[src/inc/sched_pkg.sv]
// Shared constants, types and helpers of the prefetch and bus scheduler
// Behaviour
// [RL1] Operand access wins the bus over a waiting prefetch.
// [RL2] Long operand uses two bus cycles, most significant word first.
// [RL3] Byte or word operand uses exactly one bus cycle.
// [RL4] Request during a running cycle is queued, started when it completes.
// [RL5] Fetch starts at sequencer address, then refills each invalidated stage.
// [RL6] Prefetch launches once no queued operand access remains.
// [RL7] Prefetch only with pipeline room and no change of flow ahead.
// [RL8] Pipeline flags imminent change of flow; prefetches are withheld.
// [RL9] Change of flow empties the pipeline and refills from new address.
// [RL10] Sequencer starts fetching after flow change and drives stage validation.
// [RL11] One buffered write lets the sequencer continue at once.
// [RL12] Sequencer stalls while the buffered write is still unperformed; the code holds back only further writes, reads are still queued.
// [RL13] Two decode stages fronted by an input buffer stage.
// [RL14] Every stage keeps an abnormal bus termination flag.
// [RL15] Bus work proceeds concurrently with sequencer internal work.
// [RL16] Partner completes each access in two clocks, no wait states.
// [RL17] Fixed priority gives repeatable access order for a given sequence.
// [RL18] Each instruction prefetches to replace its own words.
// [RL19] Prefetch may start in first clock of indexed address calculation.
// [RL20] Prefetch may start two clocks before instruction end if bus idle.
// [RL21] Overlap is the smaller of previous tail and next head.
// [RL22] Reset empties stages and write buffer; no fetch before start address.
`default_nettype none
package sched_pkg;
    localparam int          BUS_W    = 16;
    localparam int          ADDR_W   = 32;
    localparam int          OPD_W    = 32;
    localparam int          QDEPTH   = 4;
    localparam int          OCC_W    = 3;
    localparam int          CNT_W    = 4;
    localparam logic [1:0]  SZ_BYTE  = 2'h0;
    localparam logic [1:0]  SZ_WORD  = 2'h1;
    localparam logic [1:0]  SZ_LONG  = 2'h2;
    localparam logic [31:0] WORD_STEP = 32'h0000_0002;
    localparam logic [2:0]  OCC_RST  = 3'h0;
    localparam logic [3:0]  OVL_RST  = 4'h0;

    typedef enum logic [1:0] {
        ST_IDLE  = 2'h0,
        ST_OPER  = 2'h1,
        ST_OPLO  = 2'h3,
        ST_FETCH = 2'h2
    } bus_st_t;

    typedef struct packed {
        logic              write;
        logic [1:0]        size;
        logic [ADDR_W-1:0] addr;
        logic [OPD_W-1:0]  wdata;
    } op_req_t;

    typedef struct packed {
        logic             err;
        logic [BUS_W-1:0] word;
    } fill_word_t;

    typedef struct packed {
        logic             valid;
        logic             err;
        logic [BUS_W-1:0] word;
    } stage_t;

    localparam int REQ_W  = $bits(op_req_t);
    localparam int FILL_W = $bits(fill_word_t);

    function automatic logic [ADDR_W-1:0] next_word(input logic [ADDR_W-1:0] a);
        return a + WORD_STEP;
    endfunction

    function automatic logic [CNT_W-1:0] min_cnt(input logic [CNT_W-1:0] x,
                                                 input logic [CNT_W-1:0] y);
        return (x < y) ? x : y;
    endfunction
endpackage
`default_nettype wire

[src/inc/stream_if.sv]
// Valid/ready word channel between the scheduler's own modules
`timescale 1ns/1ns
`default_nettype none
interface stream_if #(parameter int W = 16);
    logic         valid;
    logic         ready;
    logic [W-1:0] data;
    modport src (output valid, output data, input ready);
    modport snk (input valid, input data, output ready);
endinterface
`default_nettype wire

[src/rtl/req_fifo.sv]
// Request queue in flip-flops with valid/ready on both sides
`timescale 1ns/1ns
`default_nettype none
module req_fifo #(
    parameter int W     = 8,
    parameter int DEPTH = 4
) (
    input  wire logic mclk_i,   // System clock
    input  wire logic arst_n_i, // Async reset, active low
    stream_if.snk     in_s,     // Filling side
    stream_if.src     out_s     // Draining side
);
    localparam int PW = $clog2(DEPTH);

    typedef struct packed {
        logic [DEPTH-1:0][W-1:0] mem;
        logic [PW-1:0]           wp;
        logic [PW-1:0]           rp;
        logic [PW:0]             cnt;
    } fifo_state_t;

    fifo_state_t r_reg;
    fifo_state_t r_next;
    logic        push;
    logic        pop;

    assign in_s.ready  = (r_reg.cnt < (PW+1)'(DEPTH));
    assign out_s.valid = (r_reg.cnt != '0);
    assign out_s.data  = r_reg.mem[r_reg.rp];

    always_comb begin
        r_next = r_reg;
        push   = in_s.valid & in_s.ready;
        pop    = out_s.valid & out_s.ready;
        if (push) begin
            r_next.mem[r_reg.wp] = in_s.data;
            r_next.wp            = (r_reg.wp == PW'(DEPTH - 1)) ? '0 : r_reg.wp + 1'b1;
        end
        if (pop) begin
            r_next.rp = (r_reg.rp == PW'(DEPTH - 1)) ? '0 : r_reg.rp + 1'b1;
        end
        r_next.cnt = r_reg.cnt + (PW+1)'(push) - (PW+1)'(pop);
    end

    always_ff @(posedge mclk_i or negedge arst_n_i) begin
        if (!arst_n_i) begin
            r_reg <= '0;
        end else begin
            r_reg <= r_next;
        end
    end
endmodule
`default_nettype wire

[src/rtl/instr_pipe.sv]
// Three-stage instruction word pipeline: input buffer, decode, execute
`timescale 1ns/1ns
`default_nettype none
module instr_pipe (
    input  wire logic         mclk_i,        // System clock
    input  wire logic         arst_n_i,      // Async reset, active low
    stream_if.snk             fill_s,        // Prefetched words
    input  wire logic         flush_i,       // Change of flow
    input  wire logic         ext_use_i,     // Decode word used
    input  wire logic         instr_start_i, // Full advance
    output logic              a_valid_o,     // Buffer stage holds a word
    output logic [15:0]       b_word_o,      // Decode stage word
    output logic              b_valid_o,     // Decode stage valid
    output logic              b_err_o,       // Decode stage fault flag
    output logic [15:0]       c_word_o,      // Execute stage word
    output logic              c_valid_o,     // Execute stage valid
    output logic              c_err_o        // Execute stage fault flag
);
    typedef struct packed {
        sched_pkg::stage_t a;
        sched_pkg::stage_t b;
        sched_pkg::stage_t c;
    } pipe_state_t;

    pipe_state_t           r_reg;
    pipe_state_t           r_next;
    sched_pkg::fill_word_t fw;

    assign fill_s.ready = ~r_reg.a.valid;
    assign a_valid_o    = r_reg.a.valid;
    assign b_word_o     = r_reg.b.word;
    assign b_valid_o    = r_reg.b.valid;
    assign b_err_o      = r_reg.b.err;
    assign c_word_o     = r_reg.c.word;
    assign c_valid_o    = r_reg.c.valid;
    assign c_err_o      = r_reg.c.err;

    always_comb begin
        r_next = r_reg;
        fw     = sched_pkg::fill_word_t'(fill_s.data);
        if (flush_i) begin
            r_next = '0;                                  // [RL9]
        end else begin
            if (instr_start_i) begin
                r_next.c       = r_reg.b;                 // [RL13]
                r_next.b.valid = 1'b0;
            end else if (ext_use_i) begin
                r_next.b.valid = 1'b0;
            end
            // Words fall through to the next empty stage
            if (!r_next.c.valid && r_next.b.valid) begin
                r_next.c       = r_next.b;
                r_next.b.valid = 1'b0;
            end
            if (!r_next.b.valid && r_next.a.valid) begin
                r_next.b       = r_next.a;
                r_next.a.valid = 1'b0;
            end
            if (fill_s.valid && !r_reg.a.valid) begin
                r_next.a = '{valid: 1'b1, err: fw.err, word: fw.word}; // [RL14]
            end
        end
    end

    always_ff @(posedge mclk_i or negedge arst_n_i) begin
        if (!arst_n_i) begin
            r_reg <= '0;                                  // [RL22]
        end else begin
            r_reg <= r_next;
        end
    end
endmodule
`default_nettype wire

[src/rtl/prefetch_bus_scheduler.sv]
// Bus controller: operand queue, write-pending buffer, prefetch and arbitration
`timescale 1ns/1ns
`default_nettype none
module prefetch_bus_scheduler (
    input  wire logic        mclk_i,          // System clock, 10 MHz
    input  wire logic        arst_n_i,        // Async reset, active low
    input  wire logic        seq_req_valid_i, // Operand request
    input  wire logic        seq_req_write_i, // 1 write, 0 read
    input  wire logic [1:0]  seq_req_size_i,  // Byte, word or long
    input  wire logic [31:0] seq_req_addr_i,  // Operand address
    input  wire logic [31:0] seq_req_wdata_i, // Write data
    output logic             seq_rd_ready_o,  // Read may be queued
    output logic             seq_wr_ready_o,  // Write may be queued
    output logic [31:0]      seq_rdata_o,     // Read result
    output logic             seq_rvalid_o,    // Read result pulse
    output logic             seq_rerr_o,      // Read ended abnormally
    input  wire logic        flow_start_i,    // Change of flow pulse
    input  wire logic [31:0] flow_addr_i,     // New instruction address
    input  wire logic        ext_use_i,       // Extension word consumed
    input  wire logic        instr_start_i,   // New instruction begins
    input  wire logic        cof_in_b_i,      // Decode sees a flow change
    input  wire logic        idx_ea_first_i,  // First clock of indexed EA
    input  wire logic        end_two_i,       // Two clocks before instr end
    input  wire logic [3:0]  tail_i,          // Tail of ending instruction
    input  wire logic [3:0]  head_i,          // Head of next instruction
    output logic [15:0]      irb_word_o,      // Decode stage word
    output logic             irb_valid_o,     // Decode stage valid
    output logic             irb_err_o,       // Decode stage fault flag
    output logic [15:0]      irc_word_o,      // Execute stage word
    output logic             irc_valid_o,     // Execute stage valid
    output logic             irc_err_o,       // Execute stage fault flag
    output logic             cof_inhibit_o,   // Prefetch withheld
    output logic             wp_full_o,       // Write pending
    output logic [3:0]       overlap_o,       // Instruction overlap clocks
    output logic             bus_req_o,       // Cycle request, held to ack
    output logic [31:0]      bus_addr_o,      // Cycle address
    output logic             bus_write_o,     // Write cycle
    output logic             bus_byte_o,      // Byte-sized cycle
    output logic             bus_fetch_o,     // Instruction fetch cycle
    output logic [15:0]      bus_wdata_o,     // Write data word
    input  wire logic        bus_ack_i,       // Cycle complete
    input  wire logic [15:0] bus_rdata_i,     // Read data word
    input  wire logic        bus_berr_i       // Abnormal termination
);

    ////////////////////////////////////////////////////////////////////////
    typedef struct packed {
        sched_pkg::bus_st_t st;
        logic               req;
        logic [31:0]        addr;
        logic               write;
        logic               byte_sz;
        logic               fetch;
        logic [15:0]        wdata;
        logic [1:0]         cur_size;
        logic [15:0]        lo_wdata;
        logic [15:0]        rd_hi;
        logic               rerr_acc;
        logic [31:0]        rdata;
        logic               rvalid;
        logic               rerr;
        logic               fetch_en;
        logic [31:0]        fetch_addr;
        logic               drop;
        logic               early;
        logic               hold_v;
        logic               hold_err;
        logic [15:0]        hold_word;
        logic               wp_full;
        logic [2:0]         occ;
        logic               rd_ready;
        logic               wr_ready;
        logic               cof_inh;
        logic [3:0]         overlap;
    } core_state_t;

    core_state_t        r_reg;
    core_state_t        r_next;
    sched_pkg::op_req_t head;
    logic               push;
    logic               pop;
    logic               done;
    logic               room;
    logic [1:0]         free_cnt;
    logic               a_valid;

    ////////////////////////////////////////////////////////////////////////
    // Operand queue and instruction pipeline
    stream_if #(.W(sched_pkg::REQ_W))  q_in ();
    stream_if #(.W(sched_pkg::REQ_W))  q_out ();
    stream_if #(.W(sched_pkg::FILL_W)) fill ();

    assign q_in.valid = push;
    assign q_in.data  = {seq_req_write_i, seq_req_size_i, seq_req_addr_i, seq_req_wdata_i};
    assign q_out.ready = pop;
    assign head        = sched_pkg::op_req_t'(q_out.data);
    assign fill.valid  = r_reg.hold_v;
    assign fill.data   = {r_reg.hold_err, r_reg.hold_word};

    req_fifo #(
        .W     (sched_pkg::REQ_W),
        .DEPTH (sched_pkg::QDEPTH)
    ) u_queue (
        .mclk_i   (mclk_i),
        .arst_n_i (arst_n_i),
        .in_s     (q_in),
        .out_s    (q_out)
    );

    instr_pipe u_pipe (
        .mclk_i        (mclk_i),
        .arst_n_i      (arst_n_i),
        .fill_s        (fill),
        .flush_i       (flow_start_i),
        .ext_use_i     (ext_use_i),
        .instr_start_i (instr_start_i),
        .a_valid_o     (a_valid),
        .b_word_o      (irb_word_o),
        .b_valid_o     (irb_valid_o),
        .b_err_o       (irb_err_o),
        .c_word_o      (irc_word_o),
        .c_valid_o     (irc_valid_o),
        .c_err_o       (irc_err_o)
    );

    ////////////////////////////////////////////////////////////////////////
    // Registered outputs
    assign seq_rd_ready_o = r_reg.rd_ready;
    assign seq_wr_ready_o = r_reg.wr_ready;
    assign seq_rdata_o    = r_reg.rdata;
    assign seq_rvalid_o   = r_reg.rvalid;
    assign seq_rerr_o     = r_reg.rerr;
    assign cof_inhibit_o  = r_reg.cof_inh;
    assign wp_full_o      = r_reg.wp_full;
    assign overlap_o      = r_reg.overlap;
    assign bus_req_o      = r_reg.req;
    assign bus_addr_o     = r_reg.addr;
    assign bus_write_o    = r_reg.write;
    assign bus_byte_o     = r_reg.byte_sz;
    assign bus_fetch_o    = r_reg.fetch;
    assign bus_wdata_o    = r_reg.wdata;

    ////////////////////////////////////////////////////////////////////////
    // Next-state logic
    always_comb begin
        r_next   = r_reg;
        r_next.rvalid = 1'b0;
        r_next.rerr   = 1'b0;
        // Writes wait until the buffered write is performed
        push = seq_req_valid_i & q_in.ready
             & (seq_req_write_i ? r_reg.wr_ready : r_reg.rd_ready);  // [RL12]
        pop  = 1'b0;
        done = bus_ack_i & r_reg.req;

        if (r_reg.hold_v && fill.ready) begin
            r_next.hold_v = 1'b0;                                    // [RL13]
        end

        if (done) begin
            case (r_reg.st)
                sched_pkg::ST_OPER, sched_pkg::ST_OPLO: begin
                    if (r_reg.st == sched_pkg::ST_OPER
                        && r_reg.cur_size == sched_pkg::SZ_LONG) begin
                        r_next.st       = sched_pkg::ST_OPLO;        // [RL2]
                        r_next.addr     = sched_pkg::next_word(r_reg.addr);
                        r_next.wdata    = r_reg.lo_wdata;
                        r_next.rd_hi    = bus_rdata_i;
                        r_next.rerr_acc = bus_berr_i;
                    end else begin
                        r_next.st  = sched_pkg::ST_IDLE;             // [RL3]
                        r_next.req = 1'b0;
                        if (r_reg.write) begin
                            r_next.wp_full = 1'b0;
                        end else begin
                            r_next.rvalid = 1'b1;
                            r_next.rdata  = {r_reg.rd_hi, bus_rdata_i};  // [RL2]
                            r_next.rerr   = r_reg.rerr_acc | bus_berr_i;
                        end
                    end
                end
                sched_pkg::ST_FETCH: begin
                    r_next.st    = sched_pkg::ST_IDLE;
                    r_next.req   = 1'b0;
                    r_next.fetch = 1'b0;
                    r_next.drop  = 1'b0;
                    if (!(r_reg.drop || flow_start_i)) begin
                        r_next.hold_v     = 1'b1;
                        r_next.hold_err   = bus_berr_i;              // [RL14]
                        r_next.hold_word  = bus_rdata_i;
                        r_next.fetch_addr = sched_pkg::next_word(r_reg.fetch_addr);
                    end
                end
                default: begin
                    r_next.st  = sched_pkg::ST_IDLE;
                    r_next.req = 1'b0;
                end
            endcase
        end

        if (flow_start_i) begin
            r_next.fetch_en   = 1'b1;                                // [RL10]
            r_next.fetch_addr = flow_addr_i;                         // [RL5]
            r_next.hold_v     = 1'b0;                                // [RL9]
            if (r_reg.st == sched_pkg::ST_FETCH && !done) begin
                r_next.drop = 1'b1;
            end
        end

        // Early windows stay open until a fetch launches, a new instruction starts or the flow changes
        if (instr_start_i || flow_start_i) begin
            r_next.early = 1'b0;
        end
        if (idx_ea_first_i || end_two_i) begin
            r_next.early = 1'b1;                                     // [RL19] [RL20]
        end

        // Room: free stages against words already on the way
        free_cnt = 2'(!a_valid) + 2'(!irb_valid_o) + 2'(!irc_valid_o);
        room     = ({1'b0, free_cnt} + 3'(r_reg.early)) > 3'(r_reg.hold_v); // [RL18]

        // Fixed priority keeps the access order repeatable
        if (r_next.st == sched_pkg::ST_IDLE) begin                   // [RL4] [RL17]
            if (q_out.valid) begin
                pop               = 1'b1;                            // [RL1] [RL6]
                r_next.st         = sched_pkg::ST_OPER;
                r_next.req        = 1'b1;
                r_next.fetch      = 1'b0;
                r_next.write      = head.write;
                r_next.cur_size   = head.size;
                r_next.addr       = head.addr;
                r_next.byte_sz    = (head.size == sched_pkg::SZ_BYTE);
                r_next.wdata      = (head.size == sched_pkg::SZ_LONG)
                                  ? head.wdata[31:16] : head.wdata[15:0];
                r_next.lo_wdata   = head.wdata[15:0];
                r_next.rd_hi      = '0;
                r_next.rerr_acc   = 1'b0;
            end else if (r_next.fetch_en && !r_next.hold_v && room
                         && !(r_reg.cof_inh && !flow_start_i)) begin // [RL7] [RL8]
                r_next.st       = sched_pkg::ST_FETCH;               // [RL5]
                r_next.req      = 1'b1;
                r_next.fetch    = 1'b1;
                r_next.write    = 1'b0;
                r_next.byte_sz  = 1'b0;
                r_next.cur_size = sched_pkg::SZ_WORD;
                r_next.addr     = r_next.fetch_addr;
                r_next.early    = 1'b0;
            end
        end

        // Write buffer: set wins over a completing write
        if (push && seq_req_write_i) begin
            r_next.wp_full = 1'b1;                                   // [RL11]
        end

        // Ready outputs come from a mirrored count
        r_next.occ      = r_reg.occ + 3'(push) - 3'(pop);
        r_next.rd_ready = (r_next.occ < 3'(sched_pkg::QDEPTH));     // [RL15]
        r_next.wr_ready = r_next.rd_ready && !r_next.wp_full;       // [RL12]

        r_next.cof_inh  = cof_in_b_i && irb_valid_o && !flow_start_i; // [RL8]

        if (instr_start_i) begin
            r_next.overlap = sched_pkg::min_cnt(tail_i, head_i);     // [RL21]
        end
    end

    ////////////////////////////////////////////////////////////////////////
    // State register
    always_ff @(posedge mclk_i or negedge arst_n_i) begin
        if (!arst_n_i) begin
            r_reg          <= '0;                                   // [RL22]
            r_reg.st       <= sched_pkg::ST_IDLE;
            r_reg.cur_size <= sched_pkg::SZ_WORD;
            r_reg.occ      <= sched_pkg::OCC_RST;
            r_reg.overlap  <= sched_pkg::OVL_RST;
            r_reg.rd_ready <= 1'b1;
            r_reg.wr_ready <= 1'b1;
        end else begin
            r_reg <= r_next;
        end
    end
endmodule
`default_nettype wire

[config.mk]
export PLATFORM = sky130hd
export DESIGN_NAME = prefetch_bus_scheduler
export DESIGN_NICKNAME = d
export VERILOG_FILES = /design/src/inc/sched_pkg.sv /design/src/inc/stream_if.sv /design/src/rtl/req_fifo.sv /design/src/rtl/instr_pipe.sv /design/src/rtl/prefetch_bus_scheduler.sv
export SDC_FILE = /design/constraint.sdc
export NUM_CORES = 1
export LEC_CHECK = 0
export BUFFER_PORTS_ARGS = -buffer_cell sky130_fd_sc_hd__buf_2
export CAP_MARGIN = 20
export CELL_PAD_IN_SITES_DETAIL_PLACEMENT = 0
export CELL_PAD_IN_SITES_GLOBAL_PLACEMENT = 1
export CORE_MARGIN = 2
export CORE_UTILIZATION = 35
export DETAILED_ROUTE_END_ITERATION = 7
export GPL_TIMING_DRIVEN = 0
export HOLD_SLACK_MARGIN = 0.08
export PLACE_DENSITY_LB_ADDON = 0.1
export SYNTH_ARGS = -nofsm -noshare
export SYNTH_HDL_FRONTEND = slang
export SYNTH_HIERARCHICAL = 1
export SYNTH_SLANG_ARGS = --single-unit
[constraint.sdc]
create_clock -name mclk_i -period 3.8 [get_ports mclk_i]
set_input_delay 0.76 -clock mclk_i [delete_from_list [all_inputs] [get_ports mclk_i]]
set_output_delay 0.76 -clock mclk_i [all_outputs]
set_load 0.01 [all_outputs]
==> results of run 1 <==
power groups by stage:
| stage | logic [W] | clock network [W] | registers (W) |
|---|---|---|---|
| 2_1_floorplan | 0.000145 | 0 | 0.00566 |
| 3_3_place_gp | 0.000431 | 0 | 0.00567 |
| 3_5_place_dp | 0.000461 | 0 | 0.00567 |
| 4_1_cts | 0.000464 | 0.00630 | 0.00557 |
| 5_1_grt | 0.000510 | 0.00653 | 0.00557 |
| 6_report | 0.000451 | 0.00612 | 0.00557 |
path summary, 6_finish.rpt:
| check | end | slack, ns | depth (start not counted) |
|---|---|---|---|
| worst min register to register | r_reg[63]$_DFF_PN0_ | 0.46 | 1 |
| worst min-delay path | r_reg[29]$_DFF_PN0_ | 0.37 | 3 |
| worst max-delay path | u_queue/r_reg[2]$_DFF_PN0_ | 0.35 | 15 |
| min in group asynchronous | r_reg[52]$_DFF_PN0_ | 0.55 | 2 |
| max in group asynchronous | u_queue/r_reg[165]$_DFFE_PN0P_ | 1.86 | 4 |
| worst max register to register | u_queue/r_reg[2]$_DFF_PN0_ | 0.35 | 15 |
per-stage QoR:
| stage | TNS, ns | hold WS [ns] | instance area [um^2] | utilization (%) |
|---|---|---|---|---|
| floorplan | 0 | 0.428 | 24500 | - |
| global placement | -4495.50 | 0.442 | 27000 | 39.1 |
| detailed placement | -7.25 | 0.445 | 27100 | 39.3 |
| CTS | 0 | 0.332 | 29300 | 42.5 |
| global route | 0 | 0.353 | 29300 | 42.5 |
| finish | 0 | 0.375 | 29300 | 42.5 |
what timing repair did:
action,in CTS,in global routing
resized for setup,4,3
endpoints found under the setup margin,9,9
hold buffers,1,0
pin swaps,0,1
setup buffers,0,1
endpoints found under the hold margin,7,0
final cells by class:
class                      count  area (um^2)
clock buffer                  89         1810
buffer                       218         1460
sequential                   516        12900
inverter                      38          145
clock inverter                22          307
antenna                        1         2.50
tap                          931         1160
fill                        6589        39700
multi-input combinational   1155        10000
timing repair buffer         270         1480
routing by layer:
layer  up-vias  routed length (um)  share of wire [%]
li1       7453                   -                  -
met2       350               32100                 47
met5         -                  91               0.13
met1      8190               31600                 46
met4        14                1350                2.0
met3        98                3490                5.1
cells in the final DEF, fill, tap and decap left out, drive strengths merged, types with 19 or more instances in the layout:
cell type and instances:
nor3 20, mux4 67, mux2i 39, inv 39
nor2 52, o21ai 35, mux2 324, dfrtp 513
nand3 32, xor2 26, buf 447, clkbuf 129
nand4 22, a21oi 36, nand2 198, xnor2 29
a31oi 19, nor2b 20, nand2b 54
logic make-up after synthesis:
group | Yosys count
DFF | 516
and+or+nand+nor | 465
adders and majority gates | 21
muxes | 430
AOI/OAI and AO/OA | 184
buffers and inverters | 257
xor gates and xnor gates | 55
critical path, cell delays in order (launching register included):
cell and delay (ns):
dfrtp_1 0.55, nand2_1 0.26, o22ai_4 0.19, nand2_1 0.12, inv_1 0.14, buf_2 0.31, buf_4 0.29, o31ai_1 0.23
inv_1 0.11, ha_1 0.22, inv_1 0.06, ha_1 0.13, inv_1 0.05, fa_1 0.40, xnor2_1 0.14, xnor2_1 0.13
==> impl_metrics.env, run 1 <==
export IMPL_status="completed"
export IMPL_synth_area_um2=24500
export IMPL_switching_power_w=0.00271
export IMPL_synth_largest_area_cell="dfrtp_1"
export IMPL_track_usage_pct=19.2
export IMPL_seq_area_frac_synth_pct=52.7
export IMPL_port_buffer_count=263
export IMPL_p_sw_share_pct=22.3
export IMPL_final_cells=3240
export IMPL_drt_iter0_markers=851
export IMPL_p_total_w=0.0121
export IMPL_synthArstFlopShare_pct=100
export IMPL_row_count=96
export IMPL_grt_start_max_net_pins=124
export IMPL_arrival_ns=3.95
export IMPL_worst_endpoint_required_ns=4.30
export IMPL_cts_tree="done"
export IMPL_vdd_drop_max_v=0.000331
export IMPL_cellLeakagePower_nw=14.5
export IMPL_fmax_ghz=0.290
export IMPL_synthXorXnorAreaFrac_pct=1.97
export IMPL_maxSlewHeadroom_pct=26.2
export IMPL_hp_class="in -> reg"
export IMPL_largest_register_ffs=275
export IMPL_via_count=16100
export IMPL_worst_pin_slew_ns=1.10
export IMPL_core_area_um2=68900
export IMPL_yosysMostFrequentCell="dfrtp_1"
export IMPL_routed_via_density=4.97
export IMPL_drv_slew=0
export IMPL_rsz0062_at_grt="false"
export IMPL_setup_viol=0
export IMPL_dieArea_um2=72100
export IMPL_dpl_hpwl_um=49900
export IMPL_clockBufferDepth=3
export IMPL_first_global_vias=17000
export IMPL_clock_sinks=516
export IMPL_antenna_found_initial=10
export IMPL_setup_slack_ns=0.354
export IMPL_internal_power_w=0.00944
export IMPL_p_seq_share_pct=45.9
export IMPL_ant_nets=0
export IMPL_synth_fa_ha_area_share_pct=1.16
export IMPL_clk_latency_ns=0.62
export IMPL_synth_simple_area_share_pct=9.68
export IMPL_clkPwrFrac_pct=50.4
export IMPL_synth_flop_cell="dfrtp_1"
export IMPL_path_class="reg -> reg"
export IMPL_grt_overflow=0
export IMPL_cp_start_kind="flip-flop"
export IMPL_period_needed_ns=3.45
export IMPL_synth_edf_count=0
export IMPL_cp_max_fo=11
export IMPL_min_from="idx_ea_first_i"
export IMPL_top_usage_layer="met2"
export IMPL_synth_area_per_cell_um2=12.7
export IMPL_dp_slack_ns=-1.33
export IMPL_use_met2_pct=30.7
export IMPL_comb_power_share_pct=3.7
export IMPL_use_met3_pct=3.48
export IMPL_worstReg2RegStart="bus_req_o$_DFF_PN0_"
export IMPL_cts_root_buf="clkbuf_16"
export IMPL_endpoint_kind="flip-flop"
export IMPL_startpoint="bus_req_o$_DFF_PN0_"
export IMPL_layout_drive_gt1_share_pct=42.2
export IMPL_met1_usage_pct=27.1
export IMPL_synthDistinctLibCells=75
export IMPL_dp_cells=3127
export IMPL_die_y_um=269
export IMPL_wl_per_cell_um=21.2
export IMPL_drc=0
export IMPL_finalHoldViolations=0
export IMPL_synth_area_top_cells="dfrtp_1, mux2_2, mux4_2, buf_4, nand2_1"
export IMPL_start_util_pct=35.5
export IMPL_dr_pass1_iters=5
export IMPL_dieWidth_um=269
export IMPL_finClkSkew_ns=0.0160
export IMPL_area_growth_syn_to_layout_pct=19.6
export IMPL_synthCells=1928
export IMPL_io_pins=264
export IMPL_layout_nets=2414
export IMPL_synth_top_cells_by_count="dfrtp_1, mux2_2, nand2_1"
export IMPL_synth_top_family_by_area="multiplexers"
export IMPL_synth_mux_area_share_pct=22.6
export IMPL_gp_congestion=0.818
export IMPL_yosysTopAreaCellShare_pct=52.4
export IMPL_drv_cap=0
export IMPL_h_tree_depth=2
export IMPL_power_density_nw_per_um2=415
export IMPL_synth_seq_cells=516
export IMPL_grt_pass1_wl_um=105000
export IMPL_drt_total_wl_um=68600
export IMPL_synth_warnings=6
export IMPL_syn_nets=2083
export IMPL_synth_compound_area_share_pct=5.27
export IMPL_min_period_over_period_pct=90.7
export IMPL_cts_clk_slew_worst_paths_ns=0.06
export IMPL_cts_made_buffers=60
No activity file was read; power rests on OpenSTA's default activity.
==> inputs of run 2 (changes only) <==
--- a/config.mk
+++ b/config.mk
@@ -5,6 +5,7 @@
 export SDC_FILE = /design/constraint.sdc
 export NUM_CORES = 1
 export LEC_CHECK = 0
+export ABC_CLOCK_PERIOD_IN_PS = 3800
 export BUFFER_PORTS_ARGS = -buffer_cell sky130_fd_sc_hd__buf_2
 export CAP_MARGIN = 20
 export CELL_PAD_IN_SITES_DETAIL_PLACEMENT = 0
@@ -15,6 +16,8 @@
 export GPL_TIMING_DRIVEN = 0
 export HOLD_SLACK_MARGIN = 0.08
 export PLACE_DENSITY_LB_ADDON = 0.1
+export RECOVER_POWER = 25
+export SKIP_CTS_REPAIR_TIMING = 1
 export SYNTH_ARGS = -nofsm -noshare
 export SYNTH_HDL_FRONTEND = slang
 export SYNTH_HIERARCHICAL = 1
==> run 2 against run 1 <==
Against the previous run: the run now ends with max-capacitance violations, max-slew violations left; first-iteration DRC count fell by 3.3%; die area did not move; critical path depth did not move; power barely moved; wire length barely moved; maximum frequency fell by 0.75%; non-clock buffer count did not move; sequential share of layout area rose by 0.11 points; sequential power barely moved; core utilization fell by 0.11 points; hold slack barely moved.
==> impl_metrics.env, run 2 (same netlist as run 1, synthesis figures left out) <==
export IMPL_status="finished, violations left"
export IMPL_violations="max-capacitance violations, max-slew violations"
export IMPL_power_density_nw_per_um2=415
export IMPL_antenna_found_initial=9
export IMPL_path_delay_family="buffers and inverters"
export IMPL_tns_ns=0
export IMPL_dieWidth_um=269
export IMPL_grt_pass1_wl_um=105000
export IMPL_largest_register_ffs=275
export IMPL_drv_slew=231
export IMPL_p_total_w=0.0121
export IMPL_row_count=96
export IMPL_track_usage_pct=19.2
export IMPL_io_pins=264
export IMPL_clock_sinks=516
export IMPL_dp_slack_ns=-1.33
export IMPL_layout_common_cells="dfrtp_1, mux2_2, buf_2"
export IMPL_drv_cap=2
export IMPL_arrival_ns=3.97
export IMPL_hold_worst_slack_ns=0.375
export IMPL_path_class="reg -> reg"
export IMPL_cp_max_fo=11
export IMPL_endpoint_kind="flip-flop"
export IMPL_wl_per_cell_um=21.2
export IMPL_n_fill_cell=6598
export IMPL_hp_class="in -> reg"
export IMPL_start_util_pct=35.5
export IMPL_die_y_um=269
export IMPL_finClkSkew_ns=0.0164
export IMPL_final_common_cell="dfrtp_1"
export IMPL_ant_nets=0
export IMPL_critPathSlowestCell="dfrtp_1"
export IMPL_clk_latency_ns=0.62
export IMPL_setup_viol=0
export IMPL_vdd_drop_max_v=0.000332
export IMPL_cp_start_kind="flip-flop"
export IMPL_min_period_over_period_pct=91.4
export IMPL_layout_nets=2414
export IMPL_routed_via_density=4.98
export IMPL_dpl_hpwl_um=49900
export IMPL_cellLeakagePower_nw=14.4
export IMPL_multiInputGateArea_um2=9990
export IMPL_path_common_cell="inv_1"
export IMPL_clockBufferDepth=3
export IMPL_h_tree_depth=2
export IMPL_drt_iter0_markers=823
export IMPL_period_needed_ns=3.47
export IMPL_gp_congestion=0.818
export IMPL_finalHoldViolations=0
export IMPL_maxSlewHeadroom_pct=-15.3
export IMPL_path_cells="nand2_1 -> o22ai_4 -> nand2_1 -> inv_1 -> buf_2 -> clkbuf_4 -> o31ai_1 -> inv_1 -> ha_1 -> inv_1 -> ha_1 -> inv_1 -> fa_1 -> xnor2_1 -> xnor2_1"
export IMPL_crit_buf_inv=6
export IMPL_layout_drive_gt1_share_pct=42.0
export IMPL_setup_slack_ns=0.328
export IMPL_dieArea_um2=72100
export IMPL_fmax_ghz=0.288
export IMPL_port_buffer_count=263
export IMPL_grt_start_max_net_pins=124
export IMPL_core_area_um2=68900
export IMPL_critPathMaxStageDelay_ns=0.53
export IMPL_drt_total_wl_um=68600
export IMPL_via_count=16100
export IMPL_cts_clk_slew_worst_paths_ns=0.06
export IMPL_area_growth_syn_to_layout_pct=19.3
export IMPL_cts_made_buffers=60
export IMPL_cts_root_buf="clkbuf_16"
export IMPL_rsz0062_at_grt="false"
export IMPL_worst_endpoint_required_ns=4.30
export IMPL_grt_overflow=0
export IMPL_drc=0
export IMPL_first_global_vias=17000
export IMPL_cts_tree="done"
export IMPL_regArea_um2=12900
export IMPL_worst_pin_slew_ns=1.73
export IMPL_dr_pass1_iters=5
## run 2: changes by cell type in the layout (fill, tap and decap cells not counted)
cell / previous run / this run
clkbuf_1: 49 / 53
clkbuf_4: 0 / 3
buf_16: 5 / 3
buf_2: 297 / 295
buf_4: 123 / 122
buf_6: 16 / 15
buf_8: 1 / 0
mux2_1: 0 / 1
mux2_2: 324 / 323
nor3b_1: 0 / 1
nor3b_4: 1 / 0
## run 2: layout make-up
cell class / instances / area share [%]
clock buffer: 89 / 6.20
sequential: 516 / 44.2
clock inverter: 22 / 1.05
timing repair buffer: 270 / 4.89
antenna: 1 / 0.00856
inverter: 38 / 0.497
tap: 931 / 3.99
multi-input combinational: 1155 / 34.2
buffer: 218 / 4.96
## run 2: per-stage QoR
stage          instances  area [um^2]  utilization, %
2_1_floorplan       1928        24500               -
3_3_place_gp        3122        27000            39.1
3_5_place_dp        3127        27100            39.3
4_1_cts             3238        29200            42.4
5_1_grt             3239        29200            42.4
6_report            3240        29200            42.4
## run 2: worst min-delay path, delay by kind of cell
kind | cells | cell delay, ns
AND/OR/NAND/NOR | 2 | 0.11
buffers and inverters | 1 | 0.07
## run 2: power by group
group          switching (W)  leakage [nW]  internal [W]
logic               0.000301          6.34      0.000141
clock network        0.00237          1.05       0.00376
registers          0.0000384          7.04       0.00553
total                0.00270          14.4       0.00943
## run 2: worst paths after layout
kind / start / endpoint / slack, ns / cells past startpoint
min: idx_ea_first_i / r_reg[29]$_DFF_PN0_ / 0.37 / 3
max: bus_req_o$_DFF_PN0_ / u_queue/r_reg[2]$_DFF_PN0_ / 0.33 / 15
max reg2reg: bus_req_o$_DFF_PN0_ / u_queue/r_reg[2]$_DFF_PN0_ / 0.33 / 15
min reg2reg: r_reg[63]$_DFF_PN0_ / r_reg[63]$_DFF_PN0_ / 0.46 / 1
min in group asynchronous: arst_n_i / r_reg[50]$_DFF_PN0_ / 0.63 / 2
max in group asynchronous: arst_n_i / u_queue/r_reg[165]$_DFFE_PN0P_ / 0.75 / 4
## run 2: layer usage
metal	GRT usage, %	share of wire, %	up-vias	routed length, um
met5	0	0.11	-	77
met4	4.74	2.0	12	1370
met3	3.48	5.0	101	3460
met2	30.7	47	356	32000
met1	27.0	46	8210	31600
li1	-	-	7454	-
==> inputs of run 3 (changes only) <==
--- a/config.mk
+++ b/config.mk
@@ -10,8 +10,8 @@
 export CAP_MARGIN = 20
 export CELL_PAD_IN_SITES_DETAIL_PLACEMENT = 0
 export CELL_PAD_IN_SITES_GLOBAL_PLACEMENT = 1
-export CORE_MARGIN = 2
 export CORE_UTILIZATION = 35
+export CTS_BUF_LIST = sky130_fd_sc_hd__clkbuf_2
 export DETAILED_ROUTE_END_ITERATION = 7
 export GPL_TIMING_DRIVEN = 0
 export HOLD_SLACK_MARGIN = 0.08
==> run 3 against run 2 <==
Against the previous run: the flow still finishes with violations (max-capacitance violations, max-slew violations); sequential power is essentially flat; sequential share of layout area shrank 0.74 points; critical path depth is the same; via count grew 5.9%; clock power shrank 34%; flip-flop and latch count is the same; maximum frequency grew 1.4%; first-iteration DRC count shrank 4.6%; clock skew grew 0.059 ns; global-route usage grew 0.65 points; core utilization grew 0.72 points; cell count grew 8.6%; largest cell class unchanged.
==> impl_metrics.env, run 3 (same netlist as run 1, synthesis figures left out) <==
export IMPL_crit_buf_inv=7
export IMPL_tns_ns=0
export IMPL_p_total_w=0.0102
export IMPL_cp_max_fo=11
export IMPL_fmax_ghz=0.292
export IMPL_cts_clk_slew_worst_paths_ns=0.10
export IMPL_final_common_cell="dfrtp_1"
export IMPL_endpoint_kind="flip-flop"
export IMPL_comb_power_share_pct=5.5
export IMPL_internal_power_w=0.00746
export IMPL_dpl_hpwl_um=49700
export IMPL_vdd_drop_max_v=0.000240
export IMPL_path_common_cell="inv_1"
export IMPL_finClkSkew_ns=0.0759
export IMPL_power_density_nw_per_um2=343
export IMPL_drv_cap=3
export IMPL_min_from="flow_addr_i[28]"
export IMPL_p_sw_share_pct=26.8
export IMPL_violations="max-capacitance violations, max-slew violations"
export IMPL_row_count=96
export IMPL_min_period_over_period_pct=90.1
export IMPL_clockBufferDepth=3
export IMPL_finalHoldViolations=0
export IMPL_dieWidth_um=267
export IMPL_clock_sinks=516
export IMPL_worstReg2RegStart="u_queue/r_reg[2]$_DFF_PN0_"
export IMPL_gp_congestion=0.820
export IMPL_path_class="reg -> reg"
export IMPL_critPathSlowestCell="or3_4"
export IMPL_arrival_ns=4.58
export IMPL_grt_start_max_net_pins=123
export IMPL_startpoint="u_queue/r_reg[2]$_DFF_PN0_"
export IMPL_cts_root_buf="clkbuf_2"
export IMPL_ant_nets=0
export IMPL_cp_start_kind="flip-flop"
export IMPL_layout_nets=2637
export IMPL_drt_iter0_markers=785
export IMPL_die_y_um=267
export IMPL_cellLeakagePower_nw=15.0
export IMPL_status="finished, violations left"
export IMPL_worst_endpoint_required_ns=4.96
export IMPL_layout_drive_gt1_share_pct=42.7
export IMPL_clkPwrFrac_pct=39.9
export IMPL_routed_via_density=4.86
export IMPL_clk_latency_ns=1.25
export IMPL_io_pins=264
export IMPL_drv_slew=304
export IMPL_path_delay_family="buffers and inverters"
export IMPL_period_needed_ns=3.42
export IMPL_grt_pass1_wl_um=106000
export IMPL_grt_overflow=0
export IMPL_cts_made_buffers=145
export IMPL_h_tree_depth=4
export IMPL_maxSlewHeadroom_pct=-15.1
export IMPL_worst_pin_slew_ns=1.73
export IMPL_first_global_vias=17700
export IMPL_dr_pass1_iters=5
export IMPL_rsz0062_at_grt="false"
export IMPL_drc=0
export IMPL_hp_class="in -> reg"
export IMPL_switching_power_w=0.00273
export IMPL_start_util_pct=35.5
export IMPL_drt_total_wl_um=70000
export IMPL_setup_viol=0
export IMPL_core_area_um2=68900
export IMPL_critPathMaxStageDelay_ns=0.50
export IMPL_largest_register_ffs=275
export IMPL_p_seq_share_pct=54.6
export IMPL_area_growth_syn_to_layout_pct=21.3
export IMPL_dieArea_um2=71000
export IMPL_port_buffer_count=263
export IMPL_hold_worst_slack_ns=0.328
export IMPL_layout_common_cells="dfrtp_1, mux2_2, buf_2"
export IMPL_path_cells="clkbuf_2 -> or3_4 -> nand2_1 -> inv_1 -> buf_2 -> clkbuf_4 -> o31ai_1 -> inv_1 -> ha_1 -> inv_1 -> ha_1 -> inv_1 -> fa_1 -> xnor2_1 -> xnor2_1"
export IMPL_antenna_found_initial=7
export IMPL_cts_tree="done"
export IMPL_track_usage_pct=19.9
export IMPL_wl_per_cell_um=19.9
export IMPL_via_count=17100
run 3: path summary, 6_finish.rpt:
kind / depth (start not counted) / slack (ns) / endpoint
min in group asynchronous: 4 / 0.76 / r_reg[50]$_DFF_PN0_
worst max-delay path: 15 / 0.38 / u_queue/r_reg[2]$_DFF_PN0_
worst min register to register: 1 / 0.44 / seq_rerr_o$_DFF_PN0_
worst min-delay path: 4 / 0.33 / r_reg[59]$_DFF_PN0_
worst max register to register: 15 / 0.38 / u_queue/r_reg[2]$_DFF_PN0_
max in group asynchronous: 6 / 0.61 / r_reg[107]$_DFF_PN0_
run 3: worst min-delay path, stage by stage:
cell,delay [ns]
dlygate4sd3_1,0.52
buf_2,0.11
nor2_1,0.05
nor2_1,0.09
run 3: per-stage QoR:
step | utilization (%) | instances | area [um^2] | setup slack [ns]
floorplan | - | 1928 | 24500 | 0.329
global placement | 39.1 | 3122 | 27000 | -8.82
detailed placement | 39.3 | 3126 | 27100 | -1.29
CTS | 41.2 | 3376 | 28400 | -0.914
global route | 43.1 | 3518 | 29700 | 0.115
finish | 43.1 | 3518 | 29700 | 0.378
run 3: final cells by class:
| class | instances | area (um^2) |
|---|---|---|
| Timing Repair Buffer | 408 | 2790 |
| Inverter | 38 | 144 |
| Antenna cell | 2 | 5.00 |
| Tap cell | 931 | 1160 |
| Clock buffer | 228 | 1140 |
| Multi-Input combinational cell | 1155 | 9980 |
| Buffer | 218 | 1430 |
| Fill cell | 6751 | 39200 |
| Sequential cell | 516 | 12900 |
| Clock inverter | 22 | 149 |
run 3: power groups by stage:
| stage | clock network, W | logic, W | registers [W] |
|---|---|---|---|
| 5_1_grt | 0.00457 | 0.000627 | 0.00557 |
| 4_1_cts | 0.00429 | 0.000459 | 0.00556 |
| 2_1_floorplan | 0 | 0.000145 | 0.00566 |
| 3_5_place_dp | 0 | 0.000458 | 0.00567 |
| 6_report | 0.00406 | 0.000560 | 0.00556 |
| 3_3_place_gp | 0 | 0.000432 | 0.00567 |
run 3: metal layers:
layer,share of wire [%],up-vias,GRT usage (%)
li1,-,7960,-
met4,2.0,8,6.38
met3,4.6,119,4.68
met1,46,8611,26.8
met2,47,390,31.4
met5,0.054,-,0
